## config.mk

```make
export PLATFORM = sky130hd
export DESIGN_NAME = alu_core
export DESIGN_NICKNAME = d
export VERILOG_FILES = /design/src/alu_types_pkg.sv /design/src/alu_word_unit.sv /design/src/alu_multiplier.sv /design/src/alu_core.sv
export VERILOG_INCLUDE_DIRS = /design/src
export SDC_FILE = /design/constraint.sdc
export NUM_CORES = 1
export LEC_CHECK = 0
export BUFFER_PORTS_ARGS = -buffer_cell sky130_fd_sc_hd__buf_2
export CAP_MARGIN = 40
export CORE_MARGIN = 2
export CORE_UTILIZATION = 44
export DETAILED_ROUTE_END_ITERATION = 8
export PLACE_DENSITY = 0.73
export SYNTH_ARGS = -nofsm -noshare
export SYNTH_HDL_FRONTEND = slang
export SYNTH_SLANG_ARGS = --single-unit
```

## constraint.sdc

```tcl
create_clock -name CLK_SYS -period 14.2 [get_ports CLK_SYS]
set_input_delay 2.84 -clock CLK_SYS [delete_from_list [all_inputs] [get_ports CLK_SYS]]
set_output_delay 2.84 -clock CLK_SYS [all_outputs]
set_load 0.05 [all_outputs]
```

## src/alu_defines.svh

```systemverilog
// Constants for the 8-bit arithmetic and logic datapath
// Functional notes
// RULE1 - Add two registers, optionally with carry in; Z C N V H; one cycle.
// RULE2 - Word add of small immediate to register pair; Z C N V S; two cycles.
// RULE3 - Subtract immediate from destination; Z C N V H; one cycle.
// RULE4 - Register subtract with borrow: dest minus source minus carry; one cycle.
// RULE5 - Immediate subtract with borrow: dest minus constant minus carry; one cycle.
// RULE6 - Word subtract of small immediate from register pair; Z C N V S; two cycles.
// RULE7 - AND with register or constant; only Z N V change, carry kept; one cycle.
// RULE8 - OR with register or constant, XOR of registers; Z N V; one cycle.
// RULE9 - Set mask bits ORs constant into destination; Z N V; one cycle.
// RULE10 - Clear mask bits ANDs with 0xFF minus mask; Z N V; one cycle.
// RULE11 - Test ANDs register with itself, value unchanged; Z N V; one cycle.
// RULE12 - Unsigned, signed, mixed multiplies write 16-bit product pair; Z C; two cycles.
// RULE13 - Fractional multiplies shift product left one bit first; Z C; two cycles.
// RULE14 - I/O bit set and clear accepted only for addresses 0x00 to 0x1F.
// RULE15 - I/O bit set and clear rewrite the whole register read.
// RULE16 - Complement, negate, increment, decrement update flags from result; one cycle.
`ifndef ALU_DEFINES_SVH
`define ALU_DEFINES_SVH

`define FLAG_C 0
`define FLAG_Z 1
`define FLAG_N 2
`define FLAG_V 3
`define FLAG_S 4
`define FLAG_H 5
`define FLAGS_RESET 8'h00
`define ALL_ONES 8'hff
`define IO_BIT_LIMIT 6'h1f
`define LAT_SINGLE 1
`define LAT_DOUBLE 2

`endif

```

## src/alu_types_pkg.sv

```systemverilog
// Types shared by the arithmetic and logic datapath
package alu_types_pkg;
    typedef enum logic [4:0] {
        OP_ADD, OP_ADD_CARRY, OP_SUB, OP_SUBTRACT_IMMEDIATE,
        OP_SUBTRACT_REGISTERS_WITH_BORROW, OP_SUBTRACT_IMMEDIATE_WITH_BORROW,
        OP_AND, OP_AND_WITH_CONSTANT, OP_OR, OP_OR_WITH_CONSTANT,
        OP_EXCLUSIVE_OR_REGISTERS, OP_SET_MASK_BITS, OP_CLEAR_MASK_BITS,
        OP_TEST_REGISTER, OP_ONES_COMPLEMENT, OP_TWOS_COMPLEMENT, OP_INC, OP_DEC,
        OP_WORD_ADD_IMMEDIATE, OP_WORD_SUBTRACT_IMMEDIATE,
        OP_MULTIPLY_UNSIGNED, OP_MULTIPLY_SIGNED, OP_MULTIPLY_MIXED_SIGN,
        OP_FRACTIONAL_MULTIPLY_UNSIGNED, OP_FRACTIONAL_MULTIPLY_SIGNED,
        OP_FRACTIONAL_MULTIPLY_MIXED, OP_IO_BIT_SET, OP_IO_BIT_CLEAR
    } op_t;

    typedef struct packed {
        logic [7:0] res;
        logic c;
        logic h;
        logic v;
    } arith_t;
endpackage

```

## src/alu_word_unit.sv

```systemverilog
// Registered 16-bit add or subtract of a small immediate on a register pair
`timescale 1ns/100ps
`default_nettype none
module alu_word_unit #(
    parameter int IMM_W = 6
) (
    input wire logic clk,
    input wire logic nrst,
    input wire logic start,
    input wire logic subtract,
    input wire logic [15:0] pair,
    input wire logic [IMM_W-1:0] imm,
    output logic valid,
    output logic [15:0] res,
    output logic c,
    output logic z,
    output logic n,
    output logic v,
    output logic s
);
    logic [16:0] full;
    logic next_v;

    always_comb begin
        if (subtract) begin
            full = {1'b0, pair} - {{(17-IMM_W){1'b0}}, imm};
            next_v = pair[15] & ~full[15];
        end else begin
            full = {1'b0, pair} + {{(17-IMM_W){1'b0}}, imm};
            next_v = ~pair[15] & full[15];
        end
    end

    always_ff @(posedge clk) begin
        if (!nrst) begin
            valid <= 1'b0;
            res <= 16'h0000;
            c <= 1'b0;
            z <= 1'b0;
            n <= 1'b0;
            v <= 1'b0;
            s <= 1'b0;
        end else begin
            valid <= start;
            if (start) begin
                res <= full[15:0];
                c <= full[16];
                z <= (full[15:0] == 16'h0000);
                n <= full[15];
                v <= next_v;
                s <= full[15] ^ next_v;
            end
        end
    end
endmodule // alu_word_unit
`default_nettype wire

```

## src/alu_multiplier.sv

```systemverilog
// Registered 8x8 multiplier with signed, mixed and fractional forms
`timescale 1ns/100ps
`default_nettype none
module alu_multiplier (
    input wire logic clk,
    input wire logic nrst,
    input wire logic start,
    input wire logic a_signed,
    input wire logic b_signed,
    input wire logic frac,
    input wire logic [7:0] a,
    input wire logic [7:0] b,
    output logic valid,
    output logic [15:0] product,
    output logic c,
    output logic z
);
    logic signed [17:0] raw;
    logic [15:0] shaped;

    always_comb begin
        raw = $signed({a_signed & a[7], a}) * $signed({b_signed & b[7], b});
        // Carry is the product's top bit before the fractional shift
        shaped = frac ? {raw[14:0], 1'b0} : raw[15:0];
    end

    always_ff @(posedge clk) begin
        if (!nrst) begin
            valid <= 1'b0;
            product <= 16'h0000;
            c <= 1'b0;
            z <= 1'b0;
        end else begin
            valid <= start;
            if (start) begin
                product <= shaped;
                c <= raw[15];
                z <= (shaped == 16'h0000);
            end
        end
    end
endmodule // alu_multiplier
`default_nettype wire

```

## src/alu_core.sv

```systemverilog
// Arithmetic and logic datapath: one-cycle byte ops, two-cycle word and multiply ops
`timescale 1ns/100ps
`default_nettype none
`include "alu_defines.svh"
module alu_core #(
    parameter int IMM_W = 6
) (
    input wire logic CLK_SYS,
    input wire logic NRST,
    input wire logic OP_VALID,
    input wire alu_types_pkg::op_t OP_CODE,
    input wire logic [7:0] DEST_VAL,
    input wire logic [7:0] SRC_VAL,
    input wire logic [7:0] PAIR_HI,
    input wire logic [7:0] IMM,
    input wire logic [7:0] FLAGS_IN,
    input wire logic [5:0] IO_ADDR,
    input wire logic [2:0] IO_BIT,
    input wire logic [7:0] IO_RDATA,
    output logic BUSY,
    output logic DONE,
    output logic [7:0] RES_LO,
    output logic [7:0] RES_HI,
    output logic RES_PAIR,
    output logic RES_TO_PRODUCT,
    output logic [7:0] FLAGS_OUT,
    output logic IO_WRITE,
    output logic [5:0] IO_WADDR,
    output logic [7:0] IO_WDATA,
    output logic IO_REJECT
);
    logic next_busy, next_done, next_res_pair, next_res_to_product;
    logic next_io_write, next_io_reject;
    logic [7:0] next_res_lo, next_res_hi, next_flags, next_io_wdata;
    logic [5:0] next_io_waddr;
    logic [7:0] held_flags, next_held_flags;
    logic accepted, word_start, word_sub, mul_start, mul_a_signed, mul_b_signed, mul_frac;
    logic word_valid, word_c, word_z, word_n, word_v, word_s;
    logic mul_valid, mul_c, mul_z;
    logic [15:0] word_res, mul_product;

    function automatic alu_types_pkg::arith_t arith8(input logic [7:0] a, input logic [7:0] b,
                                                     input logic cin, input logic sub);
        logic [8:0] full;
        logic [4:0] half;
        alu_types_pkg::arith_t r;
        if (sub) begin
            full = {1'b0, a} - {1'b0, b} - {8'h00, cin};
            half = {1'b0, a[3:0]} - {1'b0, b[3:0]} - {4'h0, cin};
            r.v = (a[7] & ~b[7] & ~full[7]) | (~a[7] & b[7] & full[7]);
        end else begin
            full = {1'b0, a} + {1'b0, b} + {8'h00, cin};
            half = {1'b0, a[3:0]} + {1'b0, b[3:0]} + {4'h0, cin};
            r.v = (a[7] & b[7] & ~full[7]) | (~a[7] & ~b[7] & full[7]);
        end
        r.res = full[7:0];
        r.c = full[8];
        r.h = half[4];
        return r;
    endfunction

    // Z N V from a logic result; overflow is always cleared
    function automatic logic [7:0] logic_flags(input logic [7:0] f, input logic [7:0] res);
        logic [7:0] o;
        o = f;
        o[`FLAG_Z] = (res == 8'h00);
        o[`FLAG_N] = res[7];
        o[`FLAG_V] = 1'b0;
        return o;
    endfunction

    function automatic logic [7:0] arith_flags(input logic [7:0] f, input alu_types_pkg::arith_t r,
                                               input logic keep_z);
        logic [7:0] o;
        o = f;
        // Borrow chains only clear Z, so a multi-byte compare sees the whole word
        o[`FLAG_Z] = (r.res == 8'h00) & (f[`FLAG_Z] | ~keep_z);
        o[`FLAG_C] = r.c;
        o[`FLAG_N] = r.res[7];
        o[`FLAG_V] = r.v;
        o[`FLAG_H] = r.h;
        return o;
    endfunction

    assign accepted = OP_VALID && !BUSY;

    always_comb begin
        word_start = 1'b0;
        word_sub = 1'b0;
        mul_start = 1'b0;
        mul_a_signed = 1'b0;
        mul_b_signed = 1'b0;
        mul_frac = 1'b0;
        if (accepted) begin
            case (OP_CODE)
                alu_types_pkg::OP_WORD_ADD_IMMEDIATE: word_start = 1'b1; // RULE2
                alu_types_pkg::OP_WORD_SUBTRACT_IMMEDIATE: begin
                    word_start = 1'b1; // RULE6
                    word_sub = 1'b1;
                end
                alu_types_pkg::OP_MULTIPLY_UNSIGNED: mul_start = 1'b1; // RULE12
                alu_types_pkg::OP_MULTIPLY_SIGNED: begin
                    mul_start = 1'b1;
                    mul_a_signed = 1'b1;
                    mul_b_signed = 1'b1;
                end
                alu_types_pkg::OP_MULTIPLY_MIXED_SIGN: begin
                    mul_start = 1'b1;
                    mul_a_signed = 1'b1;
                end
                alu_types_pkg::OP_FRACTIONAL_MULTIPLY_UNSIGNED: begin
                    mul_start = 1'b1; // RULE13
                    mul_frac = 1'b1;
                end
                alu_types_pkg::OP_FRACTIONAL_MULTIPLY_SIGNED: begin
                    mul_start = 1'b1;
                    mul_frac = 1'b1;
                    mul_a_signed = 1'b1;
                    mul_b_signed = 1'b1;
                end
                alu_types_pkg::OP_FRACTIONAL_MULTIPLY_MIXED: begin
                    mul_start = 1'b1;
                    mul_frac = 1'b1;
                    mul_a_signed = 1'b1;
                end
                default: ;
            endcase
        end
    end

    alu_word_unit #(.IMM_W(IMM_W)) word_unit (
        .clk(CLK_SYS),
        .nrst(NRST),
        .start(word_start),
        .subtract(word_sub),
        .pair({PAIR_HI, DEST_VAL}),
        .imm(IMM[IMM_W-1:0]),
        .valid(word_valid),
        .res(word_res),
        .c(word_c),
        .z(word_z),
        .n(word_n),
        .v(word_v),
        .s(word_s)
    );

    alu_multiplier multiplier (
        .clk(CLK_SYS),
        .nrst(NRST),
        .start(mul_start),
        .a_signed(mul_a_signed),
        .b_signed(mul_b_signed),
        .frac(mul_frac),
        .a(DEST_VAL),
        .b(SRC_VAL),
        .valid(mul_valid),
        .product(mul_product),
        .c(mul_c),
        .z(mul_z)
    );

    always_comb begin
        alu_types_pkg::arith_t ar;
        logic [7:0] lg;
        ar = '0;
        lg = 8'h00;
        next_busy = 1'b0;
        next_done = 1'b0;
        next_res_lo = RES_LO;
        next_res_hi = RES_HI;
        next_res_pair = RES_PAIR;
        next_res_to_product = RES_TO_PRODUCT;
        next_flags = FLAGS_OUT;
        next_held_flags = held_flags;
        next_io_write = 1'b0;
        next_io_reject = 1'b0;
        next_io_waddr = IO_WADDR;
        next_io_wdata = IO_WDATA;
        if (BUSY) begin
            // Second cycle: the flags taken at request time carry the untouched bits
            next_done = 1'b1;
            next_res_pair = 1'b1;
            next_flags = held_flags;
            if (word_valid) begin
                next_res_to_product = 1'b0;
                {next_res_hi, next_res_lo} = word_res; // RULE2 RULE6
                next_flags[`FLAG_C] = word_c;
                next_flags[`FLAG_Z] = word_z;
                next_flags[`FLAG_N] = word_n;
                next_flags[`FLAG_V] = word_v;
                next_flags[`FLAG_S] = word_s;
            end else begin
                next_res_to_product = 1'b1;
                {next_res_hi, next_res_lo} = mul_product; // RULE12 RULE13
                next_flags[`FLAG_C] = mul_c;
                next_flags[`FLAG_Z] = mul_z;
            end
        end else if (OP_VALID) begin
            next_done = 1'b1;
            next_res_pair = 1'b0;
            next_res_to_product = 1'b0;
            next_res_hi = 8'h00;
            case (OP_CODE)
                alu_types_pkg::OP_ADD, alu_types_pkg::OP_ADD_CARRY: begin
                    ar = arith8(DEST_VAL, SRC_VAL, (OP_CODE == alu_types_pkg::OP_ADD_CARRY)
                                & FLAGS_IN[`FLAG_C], 1'b0); // RULE1
                    next_res_lo = ar.res;
                    next_flags = arith_flags(FLAGS_IN, ar, 1'b0);
                end
                alu_types_pkg::OP_SUB, alu_types_pkg::OP_SUBTRACT_IMMEDIATE: begin
                    ar = arith8(DEST_VAL, (OP_CODE == alu_types_pkg::OP_SUB) ? SRC_VAL : IMM,
                                1'b0, 1'b1); // RULE3
                    next_res_lo = ar.res;
                    next_flags = arith_flags(FLAGS_IN, ar, 1'b0);
                end
                alu_types_pkg::OP_SUBTRACT_REGISTERS_WITH_BORROW: begin
                    ar = arith8(DEST_VAL, SRC_VAL, FLAGS_IN[`FLAG_C], 1'b1); // RULE4
                    next_res_lo = ar.res;
                    next_flags = arith_flags(FLAGS_IN, ar, 1'b1);
                end
                alu_types_pkg::OP_SUBTRACT_IMMEDIATE_WITH_BORROW: begin
                    ar = arith8(DEST_VAL, IMM, FLAGS_IN[`FLAG_C], 1'b1); // RULE5
                    next_res_lo = ar.res;
                    next_flags = arith_flags(FLAGS_IN, ar, 1'b1);
                end
                alu_types_pkg::OP_AND, alu_types_pkg::OP_AND_WITH_CONSTANT,
                alu_types_pkg::OP_OR, alu_types_pkg::OP_OR_WITH_CONSTANT,
                alu_types_pkg::OP_EXCLUSIVE_OR_REGISTERS, alu_types_pkg::OP_SET_MASK_BITS,
                alu_types_pkg::OP_CLEAR_MASK_BITS, alu_types_pkg::OP_TEST_REGISTER: begin
                    case (OP_CODE)
                        alu_types_pkg::OP_AND: lg = DEST_VAL & SRC_VAL; // RULE7
                        alu_types_pkg::OP_AND_WITH_CONSTANT: lg = DEST_VAL & IMM; // RULE7
                        alu_types_pkg::OP_OR: lg = DEST_VAL | SRC_VAL; // RULE8
                        alu_types_pkg::OP_EXCLUSIVE_OR_REGISTERS: lg = DEST_VAL ^ SRC_VAL; // RULE8
                        alu_types_pkg::OP_CLEAR_MASK_BITS: lg = DEST_VAL & (`ALL_ONES - IMM); // RULE10
                        alu_types_pkg::OP_TEST_REGISTER: lg = DEST_VAL & DEST_VAL; // RULE11
                        default: lg = DEST_VAL | IMM; // RULE8 RULE9
                    endcase
                    next_res_lo = lg;
                    next_flags = logic_flags(FLAGS_IN, lg);
                end
                alu_types_pkg::OP_ONES_COMPLEMENT: begin
                    lg = `ALL_ONES - DEST_VAL; // RULE16
                    next_res_lo = lg;
                    next_flags = logic_flags(FLAGS_IN, lg);
                    next_flags[`FLAG_C] = 1'b1;
                end
                alu_types_pkg::OP_TWOS_COMPLEMENT: begin
                    ar = arith8(8'h00, DEST_VAL, 1'b0, 1'b1); // RULE16
                    next_res_lo = ar.res;
                    next_flags = arith_flags(FLAGS_IN, ar, 1'b0);
                end
                alu_types_pkg::OP_INC, alu_types_pkg::OP_DEC: begin
                    ar = arith8(DEST_VAL, 8'h01, 1'b0, OP_CODE == alu_types_pkg::OP_DEC); // RULE16
                    next_res_lo = ar.res;
                    next_flags = logic_flags(FLAGS_IN, ar.res);
                    next_flags[`FLAG_V] = ar.v;
                end
                alu_types_pkg::OP_IO_BIT_SET, alu_types_pkg::OP_IO_BIT_CLEAR: begin
                    // Bit ops answer through the write or refusal pulse, not through DONE
                    next_done = 1'b0;
                    next_flags = FLAGS_IN;
                    if (IO_ADDR > `IO_BIT_LIMIT) begin
                        next_io_reject = 1'b1; // RULE14
                    end else begin
                        // Whole byte goes back, so any set clear-on-one flag gets cleared
                        next_io_write = 1'b1; // RULE15
                        next_io_waddr = IO_ADDR;
                        next_io_wdata = IO_RDATA;
                        next_io_wdata[IO_BIT] = (OP_CODE == alu_types_pkg::OP_IO_BIT_SET);
                    end
                end
                default: begin
                    // Two-cycle ops: hold the flags and answer on the next cycle
                    next_done = 1'b0;
                    next_busy = 1'b1;
                    next_held_flags = FLAGS_IN;
                end
            endcase
        end
    end

    always_ff @(posedge CLK_SYS) begin
        if (!NRST) begin
            BUSY <= 1'b0;
            DONE <= 1'b0;
            RES_LO <= 8'h00;
            RES_HI <= 8'h00;
            RES_PAIR <= 1'b0;
            RES_TO_PRODUCT <= 1'b0;
            FLAGS_OUT <= `FLAGS_RESET;
            held_flags <= `FLAGS_RESET;
            IO_WRITE <= 1'b0;
            IO_WADDR <= 6'h00;
            IO_WDATA <= 8'h00;
            IO_REJECT <= 1'b0;
        end else begin
            BUSY <= next_busy;
            DONE <= next_done;
            RES_LO <= next_res_lo;
            RES_HI <= next_res_hi;
            RES_PAIR <= next_res_pair;
            RES_TO_PRODUCT <= next_res_to_product;
            FLAGS_OUT <= next_flags;
            held_flags <= next_held_flags;
            IO_WRITE <= next_io_write;
            IO_WADDR <= next_io_waddr;
            IO_WDATA <= next_io_wdata;
            IO_REJECT <= next_io_reject;
        end
    end

    function automatic logic is_op(input alu_types_pkg::op_t o);
        return accepted && OP_CODE == o;
    endfunction
endmodule // alu_core
`default_nettype wire

```

; ---- After elaboration in Yosys (flattened, before gate mapping)
; Cells that the tools add are included.
[totals]
input_bits = 65
register_bits = 92
elab_cells = 230
ramBits = 0
rom_bits = 0
out_inout_bits = 44
n_memories = 0
latch_bits = 0
[classes]
eq_ne = 27
n_mux = 65
magnitude_cmp = 3
div = 0
add_sub_neg = 22
bitwise_logic = 55
shifts = 0
n_mul = 1
reduce_logical = 35
[ops]
columns = operator, n
row1 = $mux W9, 15
row2 = $mux W8, 16
row3 = $pmux W8 S9, 1
row4 = $logic_not A8 Y1, 8
row5 = $pmux W8 S8, 1
row6 = $eq A5 B5 Y1 const B, 12
row7 = $pmux W8 S6, 1
row8 = $eq A5 B4 Y1 const B, 8
row9 = $and A8 B8 Y8, 4
row10 = $logic_not A16 Y1, 2
row11 = $sub A8 B8 Y9, 3
row12 = $and A1 B1 Y1, 26
row13 = $mux W1, 25
row14 = $eq A5 B3 Y1 const B, 4
row15 = $reduce_or A20 Y1, 1
row16 = $reduce_or A18 Y1, 1
row17 = $sub A9 B1 Y9, 2
row18 = $add A16 B6 Y17, 1
row19 = $mux W17, 1
row20 = $not A1 Y1, 17
row21 = $sub A16 B6 Y17, 1
row22 = $mul A9 B9 Y16, 1
row23 = $mux W16, 1
row24 = $or A8 B8 Y8, 2
row25 = other kinds (37), 54

; ---- Depth between registers and ports, before layout
[depth]
ltp_word = 10
depth_mapped = 24
ltp_nobuf = 22

; ---- Hierarchy
; A second synthesis with hierarchy kept.
[hier_totals]
cells_unflattened = 1480
area_unflattened_um2 = 11848.9
[modules_own_cells]
columns = module, cells_each, seq_area_each_um2, n_inst, area_per_inst_um2
row1 = alu_core, 841, 1001.0, 1, 6383.6
row2 = alu_multiplier, 414, 380.4, 1, 3622.2
row3 = alu_word_unit, 225, 420.4, 1, 1843.0

; ---- Worst setup path before layout
; No wires, ideal clock.
[synth_timing]
path_kind = input -> register
startpoint = input port OP_CODE[0]
endpoint = register multiplier.z
stages = 23
setup_time_ns = 0.058
path_buffers = 3
arrival_time_ns = 8.879
setup_slack_ns = 5.262
t_required_ns = 14.142
path_cell_list = clkbuf_1 clkbuf_1 buf_1 a211oi_1 nor3_1 nand2_1 fa_1 fa_1 inv_1 fa_1 fa_1 inv_1 fa_1 inv_1 ha_1 a211oi_1 o21ai_0 a211oi_1 nor2_1 xor2_1 or4_1 nor4_1 a31o_2
[synth_via]
elab_chain_len = 8
word_cells_on_any_way = 23
cone_classes = 1 x mul / 6 x eq/ne / 9 x mux / 2 x bitwise / 5 x reduce/logical
[synth_rtl]
columns = element, line
row1 = start: declaration, alu_core.sv:11  ; input wire alu_types_pkg::op_t OP_CODE,
row2 = $eq A5 B5 Y1, alu_core.sv:95  ; case (OP_CODE)
row3 = $reduce_or A4 Y1 (no line) / $reduce_or A2 Y1 (equally long branches), -
row4 = $mux W1, alu_core.sv:95
row5 = $mux W1, alu_core.sv:94  ; if (accepted) begin
row6 = $and A1 B1 Y1, alu_multiplier.sv:22  ; raw = $signed({a_signed & a[7], a}) * $signed({b_signed & b[7], b});
row7 = $mul A9 B9 Y16, alu_multiplier.sv:22
row8 = $mux W16, alu_multiplier.sv:24  ; shaped = frac ? {raw[14:0], 1'b0} : raw[15:0];
row9 = $logic_not A16 Y1, alu_multiplier.sv:38  ; z <= (shaped == 16'h0000);
row10 = end signal: assignment, alu_multiplier.sv:38
row11 = end: declaration, alu_multiplier.sv:16  ; output logic z
; Parallel ways exist; a longest one is shown, timed or not.
; A chain may end at the register's enable or synchronous reset.

; ---- Final worst setup path
[layout_timing]
startpoint = input port OP_CODE[3]
endpoint = register multiplier.z
; The elaborated chain is that of the path after synthesis.

==> results.sh <==
export IMPL_drt_iter0_markers=1231
export IMPL_p_int_uw=614.7
export IMPL_hold_viol=0
export IMPL_synth_cells=1445
export IMPL_path_cells="buf_2 > nor3b_4 > o21ai_1 > nor3_1 > nand2_1 > fa_1 > fa_1 > inv_1 > fa_1 > fa_1 > inv_1 > fa_1 > inv_1 > ha_1 > a211oi_1 > nor2_1 > or4_1 > o311ai_0 > nand4_1 > or4_1 > nor4_1 > a31o_2"
export IMPL_critPathBufInv=4
export IMPL_clock_latency_ps=340
export IMPL_synth_seq_cells=89
export IMPL_setup_tns_ps=0
export IMPL_yosys_warnings=0
export IMPL_synth_ff_type="dfxtp_1"
export IMPL_run_status="complete, no violations"
export IMPL_routed_via_count=11171
export IMPL_p_sw_share_pct=45.99
export IMPL_grt_setup_unrepaired="no"
export IMPL_cts_hold_buffers=0
export IMPL_ys_types=80
export IMPL_cts_sinks=89
export IMPL_worst_setup_path_end_kind="flop"
export IMPL_row_count=58
export IMPL_final_cell_mix="144 x inv_1, 144 x nor2_1, 108 x buf_2"
export IMPL_timing_final_crit_period_ps=9568
export IMPL_io_pin_count=109
export IMPL_gp_congestion=1.022
export IMPL_setup_viol=0
export IMPL_max_clock_path_buffers=2
export IMPL_cp_start_kind="primary input"
export IMPL_cp_max_fo=28
export IMPL_worst_slew_pin_slew_ps=911.0
export IMPL_port_buffers=108
export IMPL_power_density_nw_per_um2=91.73
export IMPL_cts_buffers_inserted=9
export IMPL_overflow=0
export IMPL_fin_skew_ps=12.95
export IMPL_syn_area_um2=11350
export IMPL_wire_per_inst_um=21.53
export IMPL_h_tree_depth=3
export IMPL_slowest_delay_ps=700
export IMPL_crit_slowest_cell="nor3_1"
export IMPL_dp_hpwl_mm=30.73
export IMPL_timing_hold_ws_ps=434.3
export IMPL_dr_pass1_iters=6
export IMPL_leakagePower_uw=0.005371
export IMPL_yosysSeqAreaShare_pct=15.70
export IMPL_grt_pass1_vias=10788
export IMPL_wl_mm=39.48
export IMPL_detail_route_antenna_nets=0
export IMPL_die_w_um=164.6
export IMPL_core_area_um2=25250
export IMPL_comb_power_share_pct=55.9
export IMPL_layout_nets=1736
export IMPL_pwr_share_clk_pct=20.7
export IMPL_worstSetupPathType="in2reg"
export IMPL_p_sw_uw=523.5
export IMPL_crit_family="adder cells"
export IMPL_holdCritPathClass="reg2reg"
export IMPL_cts_tree="done"
export IMPL_vdd_ir_drop_worst_v=0.00007511
export IMPL_die_y_um=164.6
export IMPL_relSlewSlack_pct=38.71
export IMPL_final_max_slew_viol_count=0
export IMPL_start_util_pct=44.94
export IMPL_grt_pass1_wl_mm=60.55
export IMPL_period_share_pct=67.38
export IMPL_cts_clk_slew_worst_paths_ps=70
export IMPL_syn_to_final_growth_pct=9.327
export IMPL_die_area_um2=27090
export IMPL_crit_required_ps=14490
export IMPL_drive_gt1_share_pct=11.38
export IMPL_via_per_inst=6.091
export IMPL_synth_nets=1683
export IMPL_post_cts_buffers=0
export IMPL_grt_antenna_before_repair=2
export IMPL_track_usage_pct=29.19
export IMPL_maxCapViolCount=0
export IMPL_clock_fmax_mhz=104.5
export IMPL_ys_async_sr_fraction_pct=0
export IMPL_drc_errors=0
export IMPL_clock_root_buffer="clkbuf_16"
export IMPL_crit_path_frequent_cell="fa_1"
export IMPL_p_seq_share_pct=23.4
export IMPL_synth_avg_cell_area_um2=7.854
export IMPL_synth_enable_flop_cells=0
export IMPL_ctsResizeCount=0
export IMPL_cp_arrival_ps=9860
export IMPL_grt_max_degree=78
[power by group through the flow]
stage | sequential [µW] | combinational, µW | clock, µW
2_1_floorplan | 289 | 430 | 0
3_3_place_gp | 272 | 601 | 0
3_5_place_dp | 272 | 621 | 0
4_1_cts | 266 | 627 | 241
5_1_grt | 267 | 710 | 252
6_report | 266 | 636 | 236
[flip-flops by register name, indices dropped and copies added, names as in the netlist, 6 cells and up]
signal,flops
multiplier.product,16
RES_LO,8
word_unit.res,16
held_flags,6
RES_HI,8
FLAGS_OUT,8
IO_WADDR,6
IO_WDATA,8
[worst register-to-register path, delay by kind of cell (launching register included)]
kind / cells / cell delay (ps)
AOI/OAI and AO/OA: 4 / 910
adders and majority gates: 6 / 2790
buffers and inverters: 4 / 410
DFF: 1 / 310
and+or+nand+nor: 8 / 2640
[routing by layer]
layer | share of wire (%) | vias up | global-route usage (%)
li1 | - | 5159 | -
met1 | 42 | 5327 | 39.90
met2 | 44 | 596 | 46.06
met3 | 9.6 | 87 | 5.274
met4 | 3.7 | 2 | 10.67
met5 | 0.033 | - | 0
[Yosys cell counts (6+ instances only)]
cell type  number  area, µm²
o31ai_1         7      52.55
nand3_1        23      115.1
a211oi_1       49      367.9
nand2_1       106      397.9
xnor2_1        49      429.2
nand2b_1       24      150.1
a2111oi_0      12      105.1
o21ai_0        64      320.3
and2_1         37      231.5
xor2_1         21      183.9
nor2b_1         9      56.30
buf_1          12      45.04
nand4_1         9      56.30
nor4_1         14      87.58
inv_1         145      544.3
clkbuf_1       58      217.7
and3_1         16      100.1
mux2_2         10      112.6
fa_1           72       1441
buf_2          13      65.06
o311ai_0        8      70.07
a21o_1         11      82.58
nor2_1        144      540.5
or3_1           6      37.54
o21a_1         10      75.07
nor3_1         32      160.2
mux2i_1        54      540.5
nand3b_1        9      67.56
nor3b_1        12      90.09
a31oi_1         9      56.30
or4_1           8      60.06
a221oi_1        6      52.55
ha_1          101       1264
o211ai_1       11      82.58
o221ai_1        6      52.55
a22oi_1        10      75.07
a21oi_1        85      425.4
dfxtp_1        89       1782
[stage by stage]
| stage | cell area (µm²) | worst slack, ps | util (%) | cells | total power (µW) |
|---|---|---|---|---|---|
| detailed placement | 12110 | 4373 | 47.95 | 1817 | 893.3 |
| global route | 12410 | 4275 | 49.12 | 1833 | 1229 |
| global placement | 12070 | 4580 | 47.80 | 1812 | 872.3 |
| finish | 12410 | 4632 | 49.13 | 1834 | 1138 |
| CTS | 12410 | 4707 | 49.12 | 1833 | 1134 |
| floorplan | 11350 | 5262 | - | 1445 | 719.1 |
[cell type report]
cell class                      count  area [µm²]
Clock inverter                      7       71.32
Multi-Input combinational cell   1124        8678
Sequential cell                    89        1783
Clock buffer                        9       225.2
Timing Repair Buffer              127       683.2
Fill cell                        2525       12850
Inverter                          147       551.8
Antenna cell                        1       2.502
Tap cell                          330       412.9
[worst paths after layout]
kind / start / end / slack [ps] / depth (start not counted)
max: OP_CODE[3] / multiplier.z$_SDFFE_PN0P_ / 4630 / 22
min: IO_WADDR[5]$_SDFFE_PN0P_ / IO_WADDR[5]$_SDFFE_PN0P_ / 430 / 2
max reg2reg: BUSY$_SDFF_PP0_ / multiplier.z$_SDFFE_PN0P_ / 7090 / 22
min reg2reg: IO_WADDR[5]$_SDFFE_PN0P_ / IO_WADDR[5]$_SDFFE_PN0P_ / 430 / 2
[kinds of logic (layout without fill, tap and decap cells)]
family / count (synthesis) / in the layout / synth area share, %
mux: 64 / 64 / 5.755
flops: 89 / 89 / 15.70
fa+ha+maj: 173 / 173 / 23.83
simple gates: 477 / 477 / 21.28
buf+inv: 232 / 290 / 7.882
other cells: 0 / 1 / 0
xor+xnor: 71 / 71 / 5.545
compound gates: 339 / 339 / 20.01
No activity file was read; power rests on OpenSTA's default activity.
